File: src/sbtc_defs.vh
`ifndef SBTC_DEFS_VH
`define SBTC_DEFS_VH

// ==============================
// register addresses (byte wide port)
`define SBTC_ADDR_W        8
`define SBTC_ADDR_FLAG     8'h0c
`define SBTC_ADDR_ENABLE   8'h8c
`define SBTC_ADDR_CNT_LO   8'h0e
`define SBTC_ADDR_CNT_HI   8'h0f
`define SBTC_ADDR_CTRL     8'h10

// ==============================
// counter_control fields
`define SBTC_CTRL_RESET    6'h00
`define SBTC_CTRL_RUN      0
`define SBTC_CTRL_CS       1
`define SBTC_CTRL_BYPASS   2
`define SBTC_CTRL_OSCEN    3
`define SBTC_CTRL_PS_LO    4
`define SBTC_CTRL_PS_HI    5

// flag / enable registers: overflow at bit 0
`define SBTC_OVF_BIT       0

// compare special event trigger mode code
`define SBTC_MODE_SPECIAL  4'hb

// value a special event trigger loads into the count
`define SBTC_COUNT_CLEAR   16'h0000

// internal clock divider: Fosc/4 with ref_clk as Fosc
`define SBTC_FOSC_DIV      2'h3

// oscillator rating
`define SBTC_OSC_MAX_KHZ   200

`endif

File: src/sbtc_timer.v
// Local design decision: strobed register access.
`timescale 1ns/1ps
`include "sbtc_defs.vh"

// How it works
// - bypass mode: counts async, overflow wakes sleep
// - no capture/compare base in async mode
// - count byte reads always valid
// - oscillator enable runs oscillator, also sleep
// - special mode trigger clears the count
// - trigger clear never sets overflow flag
// - trigger clear needs timer or synced mode
// - count write beats simultaneous trigger
// - resets leave count bytes unchanged
// - control clears only on power/brown-out reset
// - count byte write clears prescaler
// - overflow flag/enable bit 0, 0ch/8ch
// - count up, wrap, latch overflow flag
// - two-bit prescale: 1,2,4,8
// - source select: fosc/4 or external edges
// - synced mode: no increments in sleep
module sbtc_timer #(
  parameter PS_W = 3
) (
  ref_clk,
  reset,
  por_reset,
  clk_en,
  sleep,
  ext_count_clock_pin,
  osc_input_pin,
  cmp1_mode,
  cmp1_trigger,
  cmp2_mode,
  cmp2_trigger,
  bus_addr,
  bus_wdata,
  bus_wr,
  bus_rd,
  bus_rdata,
  osc_output_pin,
  osc_running,
  overflow_irq,
  wake_req
);
  // ==============================
  // ports
  // clock, resets and core state
  input  wire       ref_clk;
  input  wire       reset;
  input  wire       por_reset;
  input  wire       clk_en;
  input  wire       sleep;

  // count sources, both outside the clock domain
  input  wire       ext_count_clock_pin;
  input  wire       osc_input_pin;

  // compare unit modes and trigger pulses
  input  wire [3:0] cmp1_mode;
  input  wire       cmp1_trigger;
  input  wire [3:0] cmp2_mode;
  input  wire       cmp2_trigger;

  // register port
  input  wire [7:0] bus_addr;
  input  wire [7:0] bus_wdata;
  input  wire       bus_wr;
  input  wire       bus_rd;
  output reg  [7:0] bus_rdata;

  // pins and status
  output reg        osc_output_pin;
  output reg        osc_running;
  output reg        overflow_irq;
  output reg        wake_req;

  // ==============================
  // notes for users
  // - the count bytes power up unknown; write them before relying on them
  // - async counting runs on ref_clk here: it keeps counting in sleep and
  //   ignores the compare trigger, which real async hardware may miss
  // - the two count bytes are read one at a time, so software must allow
  //   for a carry between the two reads
  // - the oscillator start-up delay is the software's job; the count only
  //   sees edges once the input swings
  // - a write beside an increment keeps the written byte, drops the step
  // - a wrap in the same cycle as a flag clear leaves the flag set
  // - only bit 0 of the flag and enable registers exists; the rest read 0
  // - irq and wake follow the flag one cycle late, or a wrap of this cycle
  // - clk_en low freezes every register, resets excepted

  // ==============================
  // registers
  reg [15:0]     count_reg;
  reg [5:0]      ctrl_reg;
  reg            ovf_flag_reg;
  reg            ovf_en_reg;
  reg [PS_W-1:0] ps_cnt_reg;
  reg [1:0]      fosc_div_reg;
  reg [2:0]      ext_sync_reg;
  reg [2:0]      osc_sync_reg;
  reg            ext_armed_reg;
  reg            ps_out_q_reg;

  // next-state values, settled by the combinational blocks below
  reg [15:0]     count_next;
  reg [5:0]      ctrl_next;
  reg            ovf_flag_next;
  reg            ovf_en_next;
  reg [PS_W-1:0] ps_cnt_next;
  reg            ext_armed_next;
  reg [7:0]      rdata_next;
  reg            osc_out_next;
  reg            irq_next;
  reg            wake_next;

  wire       run     = ctrl_reg[`SBTC_CTRL_RUN];
  wire       ext_sel = ctrl_reg[`SBTC_CTRL_CS];
  wire       bypass  = ctrl_reg[`SBTC_CTRL_BYPASS];
  wire       osc_en  = ctrl_reg[`SBTC_CTRL_OSCEN];
  wire [1:0] ps_sel  = ctrl_reg[`SBTC_CTRL_PS_HI:`SBTC_CTRL_PS_LO];

  // ==============================
  // mode decode
  // three ways to count; exactly one is live while the run bit is set
  wire mode_timer = ~ext_sel;
  wire mode_sync  = ext_sel & ~bypass;
  wire mode_async = ext_sel & bypass;

  // ==============================
  // helpers
  function [PS_W-1:0] sbtc_ps_mask;
    input [1:0] sel;
    begin
      // sel ones in the low bits: 0, 1, 3, 7 for the four ratios
      sbtc_ps_mask = ~({PS_W{1'b1}} << sel);
    end
  endfunction

  function sbtc_is_special;
    input [3:0] mode;
    begin
      sbtc_is_special = (mode == `SBTC_MODE_SPECIAL);
    end
  endfunction

  // ==============================
  // external edge detection
  // pin and oscillator are outside the clock domain: two flops before use,
  // the third stage only feeds the edge detector
  wire ext_s  = ext_sync_reg[1];
  // the oscillator input is dead while the oscillator is off
  wire osc_s  = osc_sync_reg[1] & osc_en;
  wire src_lv = osc_en ? osc_s : ext_s;
  wire src_pv = osc_en ? (osc_sync_reg[2] & osc_en) : ext_sync_reg[2];
  wire rise   = src_lv & ~src_pv;
  wire fall   = ~src_lv & src_pv;

  // pin-to-count latency: two synchroniser stages and the edge detector
  // put an external rise three ref_clk cycles late; synced mode adds one
  // more flop. pulses shorter than one ref_clk cycle may be lost.

  // internal source is one tick every fourth ref_clk
  wire int_tick = (fosc_div_reg == `SBTC_FOSC_DIV);
  // the counter only advances after a falling edge has been seen once enabled
  wire ext_tick = rise & ext_armed_reg;
  wire src_tick = ext_sel ? ext_tick : int_tick;

  // prescaler keeps running in sleep in synced mode; only the count stalls
  wire ps_hit = ((ps_cnt_reg & sbtc_ps_mask(ps_sel)) == sbtc_ps_mask(ps_sel));
  wire ps_out = run & src_tick & ps_hit;

  // async mode: no sync stage, counts in sleep; synced mode adds one flop
  // and is blocked by sleep; timer mode stops in sleep with the core clock
  wire inc_async = mode_async & ps_out;
  wire inc_sync  = mode_sync & ps_out_q_reg & ~sleep;
  wire inc_timer = mode_timer & ps_out & ~sleep;
  wire inc       = run & (inc_async | inc_sync | inc_timer);

  // a trigger from either unit in special event mode
  wire trig_req = (cmp1_trigger & sbtc_is_special(cmp1_mode)) |
                  (cmp2_trigger & sbtc_is_special(cmp2_mode));
  // trigger clear honoured only outside async counting; async may miss it
  wire trig = trig_req & ~mode_async;

  wire wr_lo   = bus_wr & (bus_addr == `SBTC_ADDR_CNT_LO);
  wire wr_hi   = bus_wr & (bus_addr == `SBTC_ADDR_CNT_HI);
  wire wr_cnt  = wr_lo | wr_hi;
  wire wr_ctrl = bus_wr & (bus_addr == `SBTC_ADDR_CTRL);
  wire wr_flag = bus_wr & (bus_addr == `SBTC_ADDR_FLAG);
  wire wr_en   = bus_wr & (bus_addr == `SBTC_ADDR_ENABLE);

  wire [16:0] sum  = {1'b0, count_reg} + 17'h00001;
  wire        wrap = inc & sum[16] & ~trig & ~wr_cnt;

  // ==============================
  // counter; count bytes take no reset value
  // a write wins over a trigger, a trigger over an increment; software
  // should stop the counter first, since a write beside an increment
  // loses that increment
  always @* begin
    count_next = count_reg;
    if (wr_cnt) begin
      if (wr_lo)
        count_next[7:0] = bus_wdata;
      if (wr_hi)
        count_next[15:8] = bus_wdata;
    end else if (trig) begin
      count_next = `SBTC_COUNT_CLEAR;
    end else if (inc) begin
      count_next = sum[15:0];
    end
  end

  // no reset branch on purpose: every reset leaves the count alone
  always @(posedge ref_clk) begin
    if (clk_en)
      count_reg <= count_next;
  end

  // ==============================
  // pin synchronisers
  // raw pins land in stage 0 only; gating by the enable bits happens after
  // stage 1, so no logic ever looks at a pin that may be metastable
  always @(posedge ref_clk) begin
    if (reset) begin
      ext_sync_reg <= 3'h0;
      osc_sync_reg <= 3'h0;
    end else if (clk_en) begin
      ext_sync_reg <= {ext_sync_reg[1:0], ext_count_clock_pin};
      osc_sync_reg <= {osc_sync_reg[1:0], osc_input_pin};
    end
  end

  // ==============================
  // prescaler, divider and edge logic
  // a count byte write restarts the prescaler, so the next increment is a
  // full ratio away from the write
  always @* begin
    ext_armed_next = ext_armed_reg;
    if (!run || !ext_sel)
      ext_armed_next = 1'b0;
    else if (fall)
      ext_armed_next = 1'b1;
    ps_cnt_next = ps_cnt_reg;
    if (wr_cnt)
      ps_cnt_next = {PS_W{1'b0}};
    else if (run && src_tick)
      ps_cnt_next = ps_hit ? {PS_W{1'b0}} : ps_cnt_reg + {{(PS_W-1){1'b0}}, 1'b1};
  end

  always @(posedge ref_clk) begin
    if (reset) begin
      ps_cnt_reg    <= {PS_W{1'b0}};
      fosc_div_reg  <= 2'h0;
      ext_armed_reg <= 1'b0;
      ps_out_q_reg  <= 1'b0;
    end else if (clk_en) begin
      fosc_div_reg  <= fosc_div_reg + 2'h1;
      ps_out_q_reg  <= ps_out;
      ext_armed_reg <= ext_armed_next;
      ps_cnt_reg    <= ps_cnt_next;
    end
  end

  // ==============================
  // control, flag and enable registers
  always @* begin
    ctrl_next     = ctrl_reg;
    ovf_en_next   = ovf_en_reg;
    ovf_flag_next = ovf_flag_reg;
    if (wr_ctrl)
      ctrl_next = bus_wdata[`SBTC_CTRL_PS_HI:0];
    if (wr_en)
      ovf_en_next = bus_wdata[`SBTC_OVF_BIT];
    // overflow sets win over a software clear in the same cycle
    if (wrap)
      ovf_flag_next = 1'b1;
    else if (wr_flag)
      ovf_flag_next = bus_wdata[`SBTC_OVF_BIT];
  end

  // only a power-on or brown-out reset touches the control bits
  always @(posedge ref_clk) begin
    if (por_reset) begin
      ctrl_reg     <= `SBTC_CTRL_RESET;
      ovf_flag_reg <= 1'b0;
      ovf_en_reg   <= 1'b0;
    end else if (reset) begin
      ovf_flag_reg <= 1'b0;
      ovf_en_reg   <= 1'b0;
    end else if (clk_en) begin
      ctrl_reg     <= ctrl_next;
      ovf_flag_reg <= ovf_flag_next;
      ovf_en_reg   <= ovf_en_next;
    end
  end

  // ==============================
  // read port and outputs
  // reads sample the internal count, which is already in this domain, so a
  // byte read is never torn; the two bytes are not latched together
  always @* begin
    rdata_next = 8'h00;
    if (bus_rd) begin
      if (bus_addr == `SBTC_ADDR_CNT_LO)
        rdata_next = count_reg[7:0];
      else if (bus_addr == `SBTC_ADDR_CNT_HI)
        rdata_next = count_reg[15:8];
      else if (bus_addr == `SBTC_ADDR_CTRL)
        rdata_next = {2'h0, ctrl_reg};
      else if (bus_addr == `SBTC_ADDR_FLAG)
        rdata_next = {7'h00, ovf_flag_reg};
      else if (bus_addr == `SBTC_ADDR_ENABLE)
        rdata_next = {7'h00, ovf_en_reg};
      else
        rdata_next = 8'h00;
    end
  end

  // amplifier output mirrors the inverted input while enabled; irq and
  // wake also see a wrap of this cycle so they do not lag the flag
  always @* begin
    osc_out_next = osc_en & ~osc_sync_reg[1];
    irq_next     = (ovf_flag_reg | wrap) & ovf_en_reg;
    wake_next    = irq_next & sleep;
  end

  always @(posedge ref_clk) begin
    if (reset || por_reset) begin
      bus_rdata      <= 8'h00;
      osc_output_pin <= 1'b0;
      osc_running    <= 1'b0;
      overflow_irq   <= 1'b0;
      wake_req       <= 1'b0;
    end else if (clk_en) begin
      bus_rdata      <= rdata_next;
      osc_output_pin <= osc_out_next;
      osc_running    <= osc_en;
      overflow_irq   <= irq_next;
      wake_req       <= wake_next;
    end
  end

endmodule

File: config.mk
export PLATFORM = sky130hd
export DESIGN_NAME = sbtc_timer
export DESIGN_NICKNAME = d
export VERILOG_FILES = /design/src/sbtc_timer.v
export VERILOG_INCLUDE_DIRS = /design/src
export SDC_FILE = /design/constraint.sdc
export NUM_CORES = 1
export LEC_CHECK = 0
export BUFFER_PORTS_ARGS = -buffer_cell sky130_fd_sc_hd__buf_4
export CAP_MARGIN = 20
export CORE_ASPECT_RATIO = 0.9
export CORE_MARGIN = 4
export CORE_UTILIZATION = 35
export DETAILED_ROUTE_END_ITERATION = 6
export GPL_ROUTABILITY_DRIVEN = 0
export HOLD_SLACK_MARGIN = 0.1
export PLACE_DENSITY = 0.56
export SLEW_MARGIN = 20
export SYNTH_ARGS = -nofsm -noshare
export SYNTH_HDL_FRONTEND = slang
export SYNTH_SLANG_ARGS = --single-unit
File: constraint.sdc
create_clock -name ref_clk -period 2.9 [get_ports ref_clk]
set_input_delay 0.58 -clock ref_clk [delete_from_list [all_inputs] [get_ports ref_clk]]
set_output_delay 0.58 -clock ref_clk [all_outputs]
set_load 0.01 [all_outputs]
## After elaboration in Yosys (flattened, before gate mapping)

Index checks and enable logic that the tools add are counted.

- Add/sub/neg operators: 3
- Equality and inequality tests: 11
- Shifts and indexed selects: 1
- Mux-type cells: 21
- Bitwise logic cells: 46
- Reduce and logical (&&, ||, !) cells: 17

Operator list:

| cell | number |
|---|---|
| $mux 16 | 3 |
| $mux 8 | 5 |
| $and 1x1->1 | 29 |
| $eq 8x4->1 const B | 3 |
| $add 16x1->17 const B | 1 |
| $not 1->1 | 10 |
| $mux 1 | 9 |
| $mux 3 | 3 |
| $reduce_and 3->1 | 3 |
| $eq 4x4->1 const B | 2 |
| $eq 8x5->1 const B | 1 |
| $eq 8x8->1 const B | 1 |
| $reduce_and 2->1 | 4 |
| $mux 6 | 1 |
| $reduce_bool 2->1 | 3 |
| $or 1x1->1 | 5 |
| $ne 2x2->1 const B | 2 |
| $add 3x1->3 const B | 1 |
| $and 3x3->3 | 1 |
| $eq 3x3->1 | 1 |
| $not 3->3 | 1 |
| $reduce_bool 3->1 | 1 |
| $shl 3x2->3 const A | 1 |
| $add 2x1->2 const B | 1 |
| 5 further kinds | 7 |

- Register bits after elaboration: 49
- Bits of input ports: 35
- Output and inout port bits: 12
- Logic and storage cells: 115

## Depth between registers and ports, before layout

- Depth after elaboration: 18
- Depth in mapped cells: 8

## Worst setup path after synthesis

No wires, ideal clock.

- Path kind: input -> register
- Start: in bus_addr[2]
- End: reg count_reg[0] (enable)
- Library setup time: 0.388 ns
- Data arrival time: 2.176 ns
- Data required time: 2.512 ns
- Setup slack: 0.336 ns
- Cell stages on the path: 6
- Buffers on the path: 3
- Cell sequence: and3b_1 -> clkbuf_1 -> and4_1 -> clkbuf_1 -> clkbuf_1 -> a221oi_1

- Cells in the longest elaborated chain, start to end: 5
- Elaborated cells on any way between the ends: 8
- Those cells by class: 3 x eq/ne; 3 x bitwise; 2 x reduce/logical

RTL lines:

| what | line | RTL |
|---|---|---|
| start, declared | sbtc_timer.v:66 | `input wire [7:0] bus_addr;` |
| $eq 8x4->1 (no line) | - |  |
| $and 1x1->1, on equally long branches | sbtc_timer.v:187, sbtc_timer.v:188 |  |
| $or 1x1->1 | sbtc_timer.v:189 | `wire wr_cnt = wr_lo \| wr_hi;` |
| $ne 2x2->1 (no line) / $reduce_bool 3->1 (equally long branches) | - |  |
| $reduce_and 3->1 (no line) (*) | - |  |
| end signal, assigned | sbtc_timer.v:219 | `count_reg <= count_next;` |
| end, declared | sbtc_timer.v:95 | `reg [15:0] count_reg;` |

Mark *: on every way between the ends. The rest lies on a longest branch, timed or not.
A chain may end at the register's enable or synchronous reset.

## Worst setup path after layout

- Start: reg ctrl_reg[3]
- End: reg count_reg[8] (enable)

- Cells in the longest elaborated chain, start to end: 14
- Elaborated cells on any way between the ends: 18
- Those cells by class: 3 x mux; 13 x bitwise; 2 x reduce/logical

RTL lines:

| what | line | RTL |
|---|---|---|
| start, declared | sbtc_timer.v:96 | `reg [5:0] ctrl_reg;` |
| start signal, assigned | sbtc_timer.v:287 | `` ctrl_reg <= `SBTC_CTRL_RESET; `` |
| start signal, assigned | sbtc_timer.v:294 | `ctrl_reg <= ctrl_next;` |
| $and 1x1->1 | sbtc_timer.v:156 | `wire src_pv = osc_en ? (osc_sync_reg[2] & osc_en) : ext_sync_reg[2];` |
| $mux 1 | sbtc_timer.v:156 |  |
| $not 1->1 | sbtc_timer.v:157 | `wire rise = src_lv & ~src_pv;` |
| $and 1x1->1 (*) | sbtc_timer.v:157 |  |
| $and 1x1->1 (*) | sbtc_timer.v:167 | `wire ext_tick = rise & ext_armed_reg;` |
| $mux 1 (*) | sbtc_timer.v:168 | `wire src_tick = ext_sel ? ext_tick : int_tick;` |
| $and 1x1->1 (*) (2 in a row) | sbtc_timer.v:172 | `wire ps_out = run & src_tick & ps_hit;` |
| $and 1x1->1, on equally long branches | sbtc_timer.v:176, sbtc_timer.v:178 |  |
| $or 1x1->1 / $and 1x1->1 (equally long branches) | sbtc_timer.v:179, sbtc_timer.v:178 |  |
| $or 1x1->1 (*) | sbtc_timer.v:179 | `wire inc = run & (inc_async \| inc_sync \| inc_timer);` |
| $and 1x1->1 (*) | sbtc_timer.v:179 |  |
| $reduce_bool 3->1 (no line) (*) | - |  |
| $reduce_and 3->1 (no line) (*) | - |  |

Marks and branches as above.

==> flow_summary.ini <==
[layout]
final_common_cell = buf_4
nets = 368
diodes = 0
drive_above_1_share = 0.196
final_cell_mix = buf_4, nand2_1, dfxtp_1, nor2_1, mux2i_1
syn2layout_area_growth_pct = 20.2
largest_reg_flops = 16
final_area_sq_um = 3110

[clocking]
cts_tree = built
root_buffer = clkbuf_8
cts_setup_buffers = 0
clock_latency_ns = 0.31
cts.sinks = 49
cts.path.max_buffers = 2
clk_pin_slew_ns = 0.09
holdBufCountCts = 0
numCtsBuffers = 5
h-tree-depth = 2
cts_resized = 0

[global_routing]
met1_usage = 0.232
grt-ovfl-total = 0
grt.met2_usage = 0.244
grt_pass1_wl_mm = 11.3
grt_pass1_vias = 2178
met3_usage = 0.0304
antenna_found_initial = 0
grt_max_degree = 31
grt.total_usage = 0.162
grt.busiest_layer = met2

[synth]
synth_ff_type = dfxtp_1
synth_cell_type_count = 44
synth_warnings = 0
synthArstFlopShare = 0
synth_area_sq_um = 2590
syn-num-nets = 325
yosysSeqAreaShare = 0.441
synth.avg_cell_area_sq_um = 9.01
synth_edf_count = 16
ys_seq_elements = 49
synthCells = 287

[routing]
vias_per_cell = 5.32
ant_nets = 0
routed_wl_mm = 6.75
firstDrtPassIters = 4
vias = 2254
drcViolationCount = 0
first_iter_violations = 180
wl_per_cell_microns = 15.9

[pwr]
total_power_uw = 1250
p_per_area_nw_per_um2 = 403
ir_worst_vdd_mv = 0.223
p_leak_uw = 0.00112

[floorplan]
fp.dieArea_sq_um = 8830
io_pins = 47
die_height_microns = 89.6
rows = 29
die_w_microns = 98.6
start_util = 0.364
core_region_area_sq_um = 7110

[flow_run]
max_cap_violations = 0

[setup_path]
cp.required_ns = 2.92
crit_fanout = 8
slowest_delay_ns = 0.39
cp-end-kind = flip-flop
crit_path_start_kind = flip-flop
crit_type = reg -> reg
path_cells = mux2_2 > o31ai_2 > and4_1 > nor2_1 > a221oi_1 > buf_4
crit_slowest_cell = dfxtp_1
worst_ep_arrival_time_ns = 2.27

[sta]
slew-limit-headroom = 0.659
tns_ns = 0
fin_crit_ns = 2.25
worst_slew_pin_slew_ns = 0.505
fmax_ghz = 0.444
finClkSkew_ns = 0.00850
fin_ws_ns = 0.646
fin_crit_sh = 0.777
drv_slew = 0
rsz0062_at_grt = false
setup_violations = 0
finalHoldViolCount = 0

[placed_design]
numPortBuffers = 46
post-place-ws_ns = 0.517
dp_hpwl_mm = 5.06
postPlaceCellArea_sq_um = 3020

[min_path]
hold_path.class = reg -> reg

[run_status]
status = finished clean
-- synth_stat cells (4+ instances only) --
master,n,area [sq um]
dfxtp_1,33,661
nor2_1,28,105
clkbuf_1,12,45.0
edfxtp_1,16,480
inv_1,10,37.5
nand3_1,17,85.1
mux2i_1,23,230
nand4_1,5,31.3
nor3_1,4,20.0
o21ai_0,20,100
xnor2_1,8,70.1
o2bb2ai_1,5,43.8
a21oi_1,18,90.1
nand2_1,34,128
and4_1,4,35.0
o22ai_1,4,25.0
xor2_1,7,61.3
-- logic make-up after synthesis --
family | synth area share
AOI/OAI and AO/OA | 0.137
adders and majority gates | 0.0145
muxes | 0.0977
DFF | 0.441
xor gates and xnor gates | 0.0508
buffers and inverters | 0.0377
and+or+nand+nor | 0.221
-- per-layer routing --
metal	vias up	routed length (microns)
li1	1123	-
met4	0	108
met1	1052	3500
met3	8	355
met5	-	0
met2	71	2790
-- stage by stage --
stage / hold slack, ns / std cells / util
global placement: 0.445 / 416 / 0.424
finish: 0.471 / 424 / 0.437
floorplan: 0.436 / 287 / -
detailed placement: 0.453 / 416 / 0.424
global route: 0.476 / 424 / 0.437
CTS: 0.468 / 424 / 0.437
-- path summary, 6_finish.rpt --
| path | from | end | slack (ns) | cells after the start |
|---|---|---|---|---|
| max | ctrl_reg[3] | count_reg[8] | 0.65 | 6 |
| min | ps_out_q_reg | ps_out_q_reg | 0.47 | 2 |
| max reg2reg | ctrl_reg[3] | count_reg[8] | 0.65 | 6 |
| min reg2reg | ps_out_q_reg | ps_out_q_reg | 0.47 | 2 |
-- worst max-delay path, delay by kind of cell (launching register included) --
| family | cells | cell delay [ns] |
|---|---|---|
| AOI/OAI and AO/OA | 2 | 0.63 |
| buffers and inverters | 1 | 0.23 |
| DFF | 1 | 0.39 |
| muxes | 1 | 0.37 |
| and+or+nand+nor | 2 | 0.34 |
-- power breakdown --
part	total, uW	leakage, uW	switching (uW)	internal (uW)
registers	722	0.000412	7.45	715
clock network	419	0.0000407	248	171
logic	109	0.000671	56.9	52.5
-- cell type report --
type,count,area [sq um]
Tap cell,93,116
Sequential cell,49,1140
Clock buffer,5,68.8
Clock inverter,3,21.3
Multi-Input combinational cell,214,1350
Fill cell,747,4000
Inverter,10,37.5
Timing Repair Buffer,50,375
No activity file was read; power rests on OpenSTA's default activity.
